$ cat config.mk
export PLATFORM = sky130hd
export DESIGN_NAME = membus_if
export DESIGN_NICKNAME = d
export VERILOG_FILES = /design/src/rtl/rd_fifo.v /design/src/rtl/membus_if.v
export VERILOG_INCLUDE_DIRS = /design/src /design/src/rtl
export SDC_FILE = /design/constraint.sdc
export NUM_CORES = 1
export LEC_CHECK = 0
export ABC_AREA = 1
export BUFFER_PORTS_ARGS = -buffer_cell sky130_fd_sc_hd__buf_2
export CAP_MARGIN = 15
export CORE_AREA = 2 2 249 251
export CTS_CLUSTER_SIZE = 24
export DETAILED_ROUTE_END_ITERATION = 7
export DIE_AREA = 0 0 251 253
export PLACE_DENSITY = 0.57
export SYNTH_ARGS = -nofsm -noshare
export SYNTH_HDL_FRONTEND = slang
export SYNTH_HIERARCHICAL = 1
export SYNTH_SLANG_ARGS = --single-unit
$ cat constraint.sdc
create_clock -name CLK_SYS -period 4.3 [get_ports CLK_SYS]
set_clock_uncertainty 0.05 [all_clocks]
set_input_delay 0.215 -clock CLK_SYS [delete_from_list [all_inputs] [get_ports CLK_SYS]]
set_output_delay 0.215 -clock CLK_SYS [all_outputs]
set_load 0.01 [all_outputs]
$ cat src/rtl/membus_consts.vh
// Constants for the multiplexed memory bus interface
// Behaviour
// Address phase with strobe, then data phase
// Reads take one datum or four words
// Byte lanes from size, port width, ordering
// Low address valid bits follow port width
// Single transfers start exact, step per piece
// Block reads count from zero by width
// Sample four options on low pins in reset
// Diagnostic shows cache miss in address phase
// Diagnostic shows instruction fetch in slot two
// Diagnostic undefined outside read cycles
// Latch strobe high while address on bus
// Memory latches address with the strobe
// Data enable only after device releases bus
// Memory drives bus only under data enable
// Data enable low on writes and idle
// Memory pulses capture with valid read data
// Memory acknowledges processed transactions
// Low address pins released during reset
`ifndef MEMBUS_CONSTS_VH
`define MEMBUS_CONSTS_VH
`define PORT_W32 2'h0
`define PORT_W16 2'h1
`define PORT_W8 2'h2
`define SIZE_BYTE 2'h0
`define SIZE_HALF 2'h1
`define SIZE_WORD 2'h2
`define OPT_BOOT16_BIT 0
`define OPT_BOOT8_BIT 1
`define OPT_RSVD_HIGH_BIT 2
`define OPT_EXT_HOLD_BIT 3
`define BURST_WORDS 3'h4
`define FIFO_DEPTH 8
`define FIFO_AW 3
`endif

$ cat src/rtl/rd_fifo.v
// Parameterised FIFO for read data
`timescale 1ns/1ps
module rd_fifo #(
	parameter WIDTH = 32,
	parameter DEPTH = 8,
	parameter AW = 3
) (
	input wire clk,
	input wire reset_n,
	input wire [WIDTH-1:0] in_data,
	input wire in_valid,
	output wire in_ready,
	output wire [WIDTH-1:0] out_data,
	output wire out_valid,
	input wire out_ready
);
	reg [WIDTH-1:0] mem [0:DEPTH-1];
	reg [AW:0] wr_ptr_reg;
	reg [AW:0] rd_ptr_reg;
	wire full = (wr_ptr_reg[AW] != rd_ptr_reg[AW]) &&
		(wr_ptr_reg[AW-1:0] == rd_ptr_reg[AW-1:0]);
	wire empty = (wr_ptr_reg == rd_ptr_reg);
	assign in_ready = !full;
	assign out_valid = !empty;
	assign out_data = mem[rd_ptr_reg[AW-1:0]];
	always @(posedge clk) begin
		if (in_valid && !full)
			mem[wr_ptr_reg[AW-1:0]] <= in_data;
	end
	always @(posedge clk or negedge reset_n) begin
		if (!reset_n) begin
			wr_ptr_reg <= {(AW+1){1'b0}};
			rd_ptr_reg <= {(AW+1){1'b0}};
		end else begin
			if (in_valid && !full)
				wr_ptr_reg <= wr_ptr_reg + 1'b1;
			if (out_ready && !empty)
				rd_ptr_reg <= rd_ptr_reg + 1'b1;
		end
	end
endmodule

$ cat src/rtl/membus_if.v
// Device side of the multiplexed address/data memory bus
`include "membus_consts.vh"
`timescale 1ns/1ps
module membus_if (
	// Clock and reset
	input wire CLK_SYS,
	input wire RESET_N,
	// Core request
	input wire REQ_VALID,
	output wire REQ_READY,
	input wire REQ_WRITE,
	input wire REQ_BURST,
	input wire [1:0] REQ_SIZE,
	input wire [31:0] REQ_ADDR,
	input wire [31:0] REQ_WDATA,
	input wire REQ_MISS,
	input wire REQ_IFETCH,
	input wire [1:0] PORT_WIDTH,
	input wire BIG_ENDIAN,
	// Read data to core
	output wire [31:0] RD_DATA,
	output wire RD_VALID,
	input wire RD_READY,
	output reg DONE,
	// Multiplexed bus
	input wire [31:0] AD_IN,
	output reg [31:0] AD_OUT,
	output reg AD_OE,
	input wire [3:0] ADDR_LO_IN,
	output reg [3:0] ADDR_LO_OUT,
	output wire ADDR_LO_OE,
	output reg ALE,
	output reg DIAG,
	output reg READ_DRIVE_ENABLE,
	output reg [3:0] LANES,
	// Memory handshake
	input wire READ_BUF_CAPTURE,
	input wire ACK,
	// Sampled options
	output reg BOOT_ROM_16BIT_OPT,
	output reg BOOT_ROM_8BIT_OPT,
	output reg RESERVED_HIGH_OPT,
	output reg EXTENDED_ADDR_HOLD_OPT
);
	localparam S_IDLE = 4'h1;
	localparam S_ADDR = 4'h2;
	localparam S_TURN = 4'h4;
	localparam S_DATA = 4'h8;

	////////////////////////////////////////////////////////////////
	reg [1:0] cap_meta_reg, cap_sync_reg, ack_meta_reg, ack_sync_reg;
	reg [3:0] lo_meta_reg, lo_sync_reg;
	reg [31:0] ad_meta_reg, ad_sync_reg;
	reg rst_seen_reg;
	always @(posedge CLK_SYS or negedge RESET_N) begin
		if (!RESET_N) begin
			cap_meta_reg <= 2'h0;
			cap_sync_reg <= 2'h0;
			ack_meta_reg <= 2'h0;
			ack_sync_reg <= 2'h0;
			ad_meta_reg <= 32'h0;
			ad_sync_reg <= 32'h0;
		end else begin
			cap_meta_reg <= {cap_meta_reg[0], READ_BUF_CAPTURE};
			cap_sync_reg <= {cap_sync_reg[0], cap_meta_reg[1]};
			ack_meta_reg <= {ack_meta_reg[0], ACK};
			ack_sync_reg <= {ack_sync_reg[0], ack_meta_reg[1]};
			ad_meta_reg <= AD_IN;
			ad_sync_reg <= ad_meta_reg;
		end
	end
	// Strap synchroniser runs through reset so the options see the pins
	always @(posedge CLK_SYS) begin
		lo_meta_reg <= ADDR_LO_IN;
		lo_sync_reg <= lo_meta_reg;
	end
	// Newer stage high, older stage low: a rising pin
	wire cap_rise = cap_sync_reg[0] && !cap_sync_reg[1];
	wire ack_rise = ack_sync_reg[0] && !ack_sync_reg[1];

	////////////////////////////////////////////////////////////////
	// Option pins sampled on the second clock after reset, kept afterwards
	// Released pins in reset: the async clear leaves OE low
	assign ADDR_LO_OE = rst_seen_reg;
	always @(posedge CLK_SYS or negedge RESET_N) begin
		if (!RESET_N) begin
			rst_seen_reg <= 1'b0;
		end else begin
			rst_seen_reg <= 1'b1;
		end
	end
	reg [1:0] opt_wait_reg;
	always @(posedge CLK_SYS or negedge RESET_N) begin
		if (!RESET_N) begin
			opt_wait_reg <= 2'h0;
		end else if (opt_wait_reg != 2'h3) begin
			opt_wait_reg <= opt_wait_reg + 2'h1;
		end
	end
	// Synchroniser still holds pin levels captured before release
	always @(posedge CLK_SYS or negedge RESET_N) begin
		if (!RESET_N) begin
			BOOT_ROM_16BIT_OPT <= 1'b0;
			BOOT_ROM_8BIT_OPT <= 1'b0;
			RESERVED_HIGH_OPT <= 1'b0;
			EXTENDED_ADDR_HOLD_OPT <= 1'b0;
		end else if (opt_wait_reg == 2'h1) begin
			BOOT_ROM_16BIT_OPT <= lo_sync_reg[`OPT_BOOT16_BIT];
			BOOT_ROM_8BIT_OPT <= lo_sync_reg[`OPT_BOOT8_BIT];
			RESERVED_HIGH_OPT <= lo_sync_reg[`OPT_RSVD_HIGH_BIT];
			EXTENDED_ADDR_HOLD_OPT <= lo_sync_reg[`OPT_EXT_HOLD_BIT];
		end
	end

	////////////////////////////////////////////////////////////////
	reg [3:0] state_reg;
	reg write_reg, burst_reg, miss_reg, ifetch_reg, big_reg;
	reg [1:0] size_reg, width_reg;
	reg [31:0] addr_reg, wdata_reg;
	reg [3:0] lo_reg;
	reg [3:0] pieces_reg;
	reg [31:0] asm_reg;
	wire fifo_in_ready;
	reg fifo_push;

	wire [3:0] step = (width_reg == `PORT_W32) ? 4'h4 :
		(width_reg == `PORT_W16) ? 4'h2 : 4'h1;
	wire [3:0] port_bytes = step;
	wire [3:0] datum_bytes = (size_reg == `SIZE_WORD) ? 4'h4 :
		(size_reg == `SIZE_HALF) ? 4'h2 : 4'h1;
	wire [3:0] datum_pieces = burst_reg ? 4'h1 :
		((datum_bytes > port_bytes) ? (datum_bytes / port_bytes) : 4'h1);
	wire [1:0] bofs = big_reg ? (2'h3 - lo_reg[1:0]) : lo_reg[1:0];

	// Active byte lanes from datum size, port width and ordering
	always @* begin
		LANES = 4'h0;
		if (width_reg == `PORT_W8)
			LANES = 4'h1;
		else if (width_reg == `PORT_W16)
			LANES = 4'h3;
		else if (size_reg == `SIZE_WORD || burst_reg)
			LANES = 4'hF;
		else if (size_reg == `SIZE_HALF)
			LANES = (big_reg ^ addr_reg[1]) ? 4'hC : 4'h3;
		else
			LANES = 4'h1 << bofs;
	end

	// Piece of the datum carried by the current beat
	wire [31:0] wr_piece = wdata_reg >> {(lo_reg[1:0] - addr_reg[1:0]), 3'h0};
	wire [31:0] rd_merge = (width_reg == `PORT_W32) ? ad_sync_reg :
		(width_reg == `PORT_W16) ?
			(asm_reg | ({16'h0, ad_sync_reg[15:0]} << {lo_reg[1], 4'h0})) :
			(asm_reg | ({24'h0, ad_sync_reg[7:0]} << {lo_reg[1:0], 3'h0}));
	wire last_piece = burst_reg ? (lo_reg + step == 4'h0) :
		(pieces_reg == 4'h1);
	wire word_full = (width_reg == `PORT_W32) ||
		(lo_reg[1:0] + step[1:0] == 2'h0) ||
		(!burst_reg && pieces_reg == 4'h1);

	assign REQ_READY = (state_reg == S_IDLE) && rst_seen_reg;

	always @(posedge CLK_SYS or negedge RESET_N) begin
		if (!RESET_N) begin
			state_reg <= S_IDLE;
			write_reg <= 1'b0;
			burst_reg <= 1'b0;
			miss_reg <= 1'b0;
			ifetch_reg <= 1'b0;
			big_reg <= 1'b0;
			size_reg <= 2'h0;
			width_reg <= 2'h0;
			addr_reg <= 32'h0;
			wdata_reg <= 32'h0;
			lo_reg <= 4'h0;
			pieces_reg <= 4'h0;
			asm_reg <= 32'h0;
			AD_OUT <= 32'h0;
			AD_OE <= 1'b0;
			ADDR_LO_OUT <= 4'h0;
			ALE <= 1'b0;
			DIAG <= 1'b0;
			READ_DRIVE_ENABLE <= 1'b0;
			DONE <= 1'b0;
			fifo_push <= 1'b0;
		end else begin
			DONE <= 1'b0;
			fifo_push <= 1'b0;
			case (state_reg)
			S_IDLE: begin
				READ_DRIVE_ENABLE <= 1'b0;
				AD_OE <= 1'b0;
				if (REQ_VALID && rst_seen_reg) begin
					write_reg <= REQ_WRITE;
					burst_reg <= REQ_BURST && !REQ_WRITE;
					size_reg <= REQ_SIZE;
					width_reg <= PORT_WIDTH;
					big_reg <= BIG_ENDIAN;
					addr_reg <= REQ_ADDR;
					wdata_reg <= REQ_WDATA;
					miss_reg <= REQ_MISS;
					ifetch_reg <= REQ_IFETCH;
					asm_reg <= 32'h0;
					// Block reads count from zero
					lo_reg <= (REQ_BURST && !REQ_WRITE) ? 4'h0 : REQ_ADDR[3:0];
					ADDR_LO_OUT <= (REQ_BURST && !REQ_WRITE) ? 4'h0 : REQ_ADDR[3:0];
					AD_OUT <= {REQ_ADDR[31:4], 4'h0};
					AD_OE <= 1'b1;
					ALE <= 1'b1;
					DIAG <= REQ_MISS && !REQ_WRITE;
					state_reg <= S_ADDR;
				end
			end
			S_ADDR: begin
				pieces_reg <= datum_pieces;
				ALE <= 1'b0;
				DIAG <= ifetch_reg && !write_reg;
				if (write_reg) begin
					AD_OUT <= wr_piece;
					state_reg <= S_DATA;
				end else begin
					AD_OE <= 1'b0;
					state_reg <= S_TURN;
				end
			end
			S_TURN: begin
				READ_DRIVE_ENABLE <= 1'b1;
				state_reg <= S_DATA;
			end
			S_DATA: begin
				if (!write_reg && cap_rise && fifo_in_ready) begin
					asm_reg <= word_full ? 32'h0 : rd_merge;
					fifo_push <= word_full;
					if (last_piece) begin
						READ_DRIVE_ENABLE <= 1'b0;
					end else begin
						lo_reg <= lo_reg + step;
						ADDR_LO_OUT <= lo_reg + step;
						pieces_reg <= pieces_reg - 4'h1;
					end
				end
				if (ack_rise) begin
					if (write_reg && !last_piece) begin
						lo_reg <= lo_reg + step;
						ADDR_LO_OUT <= lo_reg + step;
						pieces_reg <= pieces_reg - 4'h1;
						AD_OUT <= wdata_reg >> {(lo_reg[1:0] + step[1:0]
							- addr_reg[1:0]), 3'h0};
					end else if (write_reg || !READ_DRIVE_ENABLE) begin
						READ_DRIVE_ENABLE <= 1'b0;
						AD_OE <= 1'b0;
						DIAG <= 1'b0;
						DONE <= 1'b1;
						state_reg <= S_IDLE;
					end
				end
			end
			default: state_reg <= S_IDLE;
			endcase
		end
	end

	reg [31:0] push_data_reg;
	always @(posedge CLK_SYS or negedge RESET_N) begin
		if (!RESET_N)
			push_data_reg <= 32'h0;
		else if (cap_rise)
			push_data_reg <= rd_merge;
	end

	////////////////////////////////////////////////////////////////
	// Read buffer between bus and core
	rd_fifo #(
		.WIDTH(32),
		.DEPTH(`FIFO_DEPTH),
		.AW(`FIFO_AW)
	) u_rd_fifo (
		.clk(CLK_SYS),
		.reset_n(RESET_N),
		.in_data(push_data_reg),
		.in_valid(fifo_push),
		.in_ready(fifo_in_ready),
		.out_data(RD_DATA),
		.out_valid(RD_VALID),
		.out_ready(RD_READY)
	);
endmodule

# ---- After elaboration in Yosys (flattened, before gate mapping)
# Memory sizes are Yosys's and may differ from the RTL's.
# Cells that the tools add are included.
dict set report word_totals {
  ramBits 256
  input_bits 115
  n_memories 1
  out_inout_bits 84
  ff_bits 255
}
dict set report op_classes {
  n_reduce_logical 43
  addsub 9
  div_mod_pow 1
  n_bitwise 3
  order_cmp 1
  shift 5
  muxes 71
  eq_ne 22
}
# memory depth word_bits rd rd_ports_with_merged_regs write_ports line_no
set memory_table {}
lappend memory_table {u_rd_fifo.mem 8 32 1 0 1 rd_fifo.v:17} ;# reg [WIDTH-1:0] mem [0:DEPTH-1];
# op n
set ops {}
lappend ops {{32-bit 2-to-1 mux} 9}
lappend ops {{4-bit 2-to-1 mux} 26}
lappend ops {{32-bit case mux with 3 select lines} 1}
lappend ops {{32-bit bitwise OR} 2}
lappend ops {{32-bit case mux with 2 select lines} 1}
lappend ops {{32-bit by 5-bit >> shifter with 32-bit output} 2}
lappend ops {{16-bit by 5-bit left shift with 32-bit output} 1}
lappend ops {{8-bit by 5-bit left shift with 32-bit output} 1}
lappend ops {{4-bit case mux with 2 select lines} 3}
lappend ops {{1-bit 2-to-1 mux} 21}
lappend ops {{2-bit inequality test, second input constant} 8}
lappend ops {{4-bit case mux with 4 select lines} 1}
lappend ops {{5-bit AND reduction} 3}
lappend ops {{1-bit logical AND} 14}
lappend ops {{1-bit zero test} 9}
lappend ops {{1-bit case mux with 3 select lines} 3}
lappend ops {{4-bit by 1-bit adder with 4-bit output, second input constant} 2}
lappend ops {{4-bit by 1-bit equality test with 1-bit output, second input constant} 2}
lappend ops {{2-bit by 1-bit equality test with 1-bit output, second input constant} 3}
lappend ops {{2-bit 2-to-1 mux} 3}
lappend ops {{3-bit 2-to-1 mux} 2}
lappend ops {{2-bit AND reduction} 3}
lappend ops {{2-bit nonzero test} 3}
lappend ops {{3-bit nonzero test} 2}
lappend ops {{other kinds (24)} 30}

# ---- Longest topological paths before layout
dict set report logic_depth {
  word_depth 12
  mapped_depth 19
  mapped_depth_nobuf 19
}

# ---- By module
# The synthesis kept the hierarchy.
# mod area_per_inst_um2 seq_area_each_um2 cells_per_inst n_inst
set modules_own_cells {}
lappend modules_own_cells {membus_if 10552.6 6142.1 1166 1}
lappend modules_own_cells {rd_fifo 10540.1 7887.6 807 1}

# ---- Worst setup path before layout
# Ideal clock, no wire load.
dict set report synth_timing {
  path_type {register -> register}
  from {reg size_reg[0]}
  to {reg pieces_reg[0]}
  setup_ps 123
  path_stages_with_launch 19
  arrival_ps 2884
  slack_ps 1242
  t_required_ps 4127
  path_cell_list {dfrtp_1 > inv_1 > ha_1 > ha_1 > o21ai_0 > o21ai_0 > ha_1 > nand2_1 > nand3_1 > inv_1 > o22ai_1 > nor2_1 > a21oi_1 > ha_1 > a21boi_0 > o21ai_0 > nand4_1 > o21ai_0 > a21oi_1}
}
dict set report synth_between {
  elab_chain_len 7
  word_cells_on_any_way 9
  cone_classes {div: 1; order compare: 1; eq/ne: 2; mux: 5}
}
# item line_no
set synth_rtl {}
lappend synth_rtl {{from (decl)} membus_if.v:118} ;# reg [1:0] size_reg, width_reg;
lappend synth_rtl {{from (signal assigned)} membus_if.v:172} ;# size_reg <= 2'h0;
lappend synth_rtl {{from (signal assigned)} membus_if.v:197} ;# size_reg <= REQ_SIZE;
lappend synth_rtl {{2-bit by 1-bit equality test with 1-bit output (no source line)} -}
lappend synth_rtl {{2-bit 2-to-1 mux} membus_if.v:130} ;# (size_reg == `SIZE_HALF) ? 4'h2 : 4'h1;
lappend synth_rtl {{3-bit 2-to-1 mux *} membus_if.v:129} ;# wire [3:0] datum_bytes = (size_reg == `SIZE_WORD) ? 4'h4 :
lappend synth_rtl {{4-bit by 4-bit divider with 4-bit output or 3-bit greater-than comparator (tied branches)} membus_if.v:132} ;# ((datum_bytes > port_bytes) ? (datum_bytes / port_bytes) : 4'h1);
lappend synth_rtl {{4-bit 2-to-1 mux *} membus_if.v:132}
lappend synth_rtl {{4-bit 2-to-1 mux *} membus_if.v:131} ;# wire [3:0] datum_pieces = burst_reg ? 4'h1 :
lappend synth_rtl {{4-bit case mux with 2 select lines *} membus_if.v:190} ;# case (state_reg)
lappend synth_rtl {{to (signal assigned)} membus_if.v:216} ;# pieces_reg <= datum_pieces;
lappend synth_rtl {{to (signal assigned)} membus_if.v:240} ;# pieces_reg <= pieces_reg - 4'h1;
lappend synth_rtl {{to (signal assigned)} membus_if.v:247} ;# pieces_reg <= pieces_reg - 4'h1;
lappend synth_rtl {{to (decl)} membus_if.v:121} ;# reg [3:0] pieces_reg;
# Mark *: on every way between the ends. The rest lies on a longest branch, timed or not.
# A chain may end at the register's enable or synchronous reset.

# ---- Final worst setup path
dict set report layout_timing {
  from {reg u_rd_fifo.rd_ptr_reg[0]}
  to {out RD_DATA[6]}
}
dict set report layout_between {
  elab_chain_len 1
}
# item line_no
set layout_rtl {}
lappend layout_rtl {{from (decl)} rd_fifo.v:19} ;# reg [AW:0] rd_ptr_reg;
lappend layout_rtl {{from (signal assigned)} rd_fifo.v:33} ;# rd_ptr_reg <= {(AW+1){1'b0}};
lappend layout_rtl {{from (signal assigned)} rd_fifo.v:38} ;# rd_ptr_reg <= rd_ptr_reg + 1'b1;
lappend layout_rtl {{memory 8 x 32 bit} -}
lappend layout_rtl {{to (decl)} membus_if.v:21} ;# output wire [31:0] RD_DATA,
# Every way passes these cells.

==> out/qor.yml <==
status: "complete, no violations"
setup_viol: 0
tightest_slew_ps: 1150
cts_setup_buffers: 0
final-hold-violation-count: 0
power_w: 0.0178
drc: 0
power_density_nw_per_um2: 695
rows: 91
firstDrtPassIters: 7
cp_slowest_stage_delay_ps: 890
grt_use_total: 0.177
nets: 2393
antenna_found_initial: 3
die_h_um: 253
final_cell_count_no_fill: 3091
portBuffers: 198
r2r-start: "width_reg[1]"
vias_per_cell: 5.02
synth_edf_count: 256
hold_path_class: "input port to flop"
rsz0062_at_grt: "no"
fillers: 5733
endpoint_kind: "output port"
cts_resized: 0
cts-root-buf: "clkbuf_16"
clk_pin_slew_ps: 60
cp_max_fo: 91
arrival_ps: 3490
synthToLayoutAreaGrowth_pct: 21.8
cp-start-kind: "flop"
dp_hpwl_mm: 34.5
dieWidth_um: 251
vias: 15500
finalCritPeriodShare: 0.873
die_area_sq_um: 63500
avgSynthCellArea_sq_um: 10.7
top_level_ports: 199
ys_warn_count: 6
ys_seq_area_frac: 0.665
yosys.cell_types.count: 51
setup.worst_path.start: "u_rd_fifo/rd_ptr_reg[0]"
largest_reg_flops: 256
grt_pass1_vias: 15700
leakagePower_nw: 10.7
grt_util_met3: 0.0322
grt_pass1_wl_mm: 88.1
cts_buffer_depth: 3
cts_tree: "yes"
min_from: "REQ_VALID"
drt_iter0_markers: 1215
slew_viol_final: 0
worst_hold_slack_ps: 43.5
syn_area_sq_um: 21100
ys_ff_latch: 511
crit_chain: "inv_4 -> buf_4 -> buf_4 -> o21ai_0 -> o22ai_1 -> nand2_1 -> nand2_1 -> buf_2"
start_util: 0.346
critical_path_required_ps: 4030
htree_num_levels: 2
gr-usage-met1: 0.234
grt-busiest-layer: "met2"
grt_overflow: 0
route.final.wire_length_mm: 56.1
place_inst: 2878
tns_ps: 0
max_freq_mhz: 266
clock_sinks: 511
core_area_sq_um: 61000
ys_dominant_reg_cell: "edfxtp_1"
period_minus_slack_ps: 3750
slowest_stage: "buf_4"
worstSkewPairLatency_ps: 600
synthArstFlopShare: 0.483
max_slew_margin: 0.232
path_class: "flop to output port"
syn-num-nets: 2111
ant_nets: 0
grt_use_met2: 0.290
routabilityCongestion: 0.846
vdd_drop_max_uv: 429
grt_max_degree: 114
numCtsBuffers: 53
maxCapViolations: 0
syn-instance-count: 1973
wl_per_cell_um: 18.1
drive_gt1_frac: 0.165
[cell families after synthesis]
logic type | count (synthesis) | share of synthesized area
and+or+nand+nor | 727 | 0.141
adders and majority gates | 23 | 0.0140
muxes | 4 | 0.00214
buffers and inverters | 251 | 0.0527
AOI/OAI and AO/OA | 445 | 0.120
other | 1 | 0.000178
xor gates and xnor gates | 11 | 0.00457
DFF | 511 | 0.665
[final cells by class]
class / count / area (sq um) / share of cell area
Clock inverter: 34 / 358 / 0.0139
Antenna cell: 3 / 7.51 / 0.000292
Multi-Input combinational cell: 1211 / 5970 / 0.233
Timing Repair Buffer: 337 / 2360 / 0.0920
Inverter: 141 / 532 / 0.0207
Sequential cell: 511 / 14000 / 0.546
Tap cell: 790 / 988 / 0.0385
Clock buffer: 64 / 1430 / 0.0556
[layer usage]
layer | wire length [um] | up-vias
met2 | 26500 | 511
met4 | 2150 | 0
li1 | - | 7336
met1 | 24400 | 7551
met5 | 0 | -
met3 | 3070 | 124
[power breakdown]
group | switching [W] | internal (W) | total [W]
Sequential | 0.000761 | 0.00611 | 0.00687
Combinational | 0.00425 | 0.00206 | 0.00631
Clock | 0.00193 | 0.00274 | 0.00466
Total | 0.00693 | 0.0109 | 0.0178
[metrics by stage]
| step | utilization | area [sq um] | setup WS (ps) |
|---|---|---|---|
| after floorplan | - | 21100 | 1240 |
| after global placement | 0.373 | 22800 | 982 |
| after detailed placement | 0.373 | 22800 | 817 |
| after CTS | 0.421 | 25700 | 494 |
| after global routing | 0.421 | 25700 | 321 |
| final | 0.421 | 25700 | 547 |
[timing repair]
action,4_1_cts,5_1_grt
setup endpoints to repair,0,0
hold endpoints to repair,208,0
hold buffers,112,0
[synth_stat cells, types with 2 or more instances]
cell type,n,share of area
a21oi_1,36,0.0085
a22oi_1,12,0.0043
a2bb2oi_1,2,0.00083
a31oi_1,28,0.0083
buf_1,7,0.0012
buf_2,37,0.0088
buf_4,4,0.0014
buf_6,11,0.0059
buf_8,2,0.0014
clkbuf_1,49,0.0087
clkinv_1,2,0.00036
dfrtp_1,246,0.29
dfxtp_1,8,0.0076
edfxtp_1,256,0.36
ha_1,22,0.013
inv_1,126,0.022
inv_2,12,0.0021
mux2_2,4,0.0021
nand2_1,382,0.068
nand2_2,7,0.0021
nand3_1,90,0.021
nand3_2,3,0.0014
nand3b_1,2,0.00071
nand4_1,7,0.0021
nor2_1,221,0.039
nor2_2,2,0.00059
nor2_4,2,0.0011
nor3_1,5,0.0012
o211ai_1,5,0.0018
o21ai_0,194,0.046
o21ai_1,39,0.0093
o21ai_2,21,0.0087
o21bai_1,2,0.00071
o22ai_1,101,0.030
xnor2_1,5,0.0021
xor2_1,6,0.0025
[worst max-delay path: cells and delay by family, from the launching register on]
| kind | cells | cell delay [ps] |
|---|---|---|
| AO/OA/AOI/OAI | 2 | 400 |
| buffers and inverters | 4 | 1550 |
| flip-flops | 1 | 590 |
| AND/OR/NAND/NOR | 2 | 240 |
[final timing paths]
| path | endpoint | slack [ps] | cells after the start |
|---|---|---|---|
| max in group asynchronous | opt_wait_reg[0] | 2950 | 3 |
| min in group asynchronous | wdata_reg[1] | 150 | 2 |
| hold / removal | burst_reg | 40 | 4 |
| setup / recovery | RD_DATA[6] | 550 | 8 |
| hold reg to reg | lo_sync_reg[3] | 270 | 0 |
| setup reg to reg | AD_OUT[1] | 690 | 10 |
[cell usage in the layout (no fill, tap or decap), types with 7 or more instances in the layout]
cell,instances
edfxtp_1,256
ha_1,22
inv_1,126
clkinv_2,17
buf_2,197
inv_2,12
dlygate4sd3_1,112
dfxtp_1,8
a22oi_1,12
a31oi_1,28
nor2_1,213
buf_4,24
a21oi_1,36
nand2_1,381
o21ai_1,39
o21ai_0,194
o22ai_1,101
nand2_2,8
o21ai_2,21
nor2_2,10
clkbuf_16,54
dfrtp_1,245
nand4_1,7
nand3_1,90
Note: power is estimated with default switching activity, not from simulation.
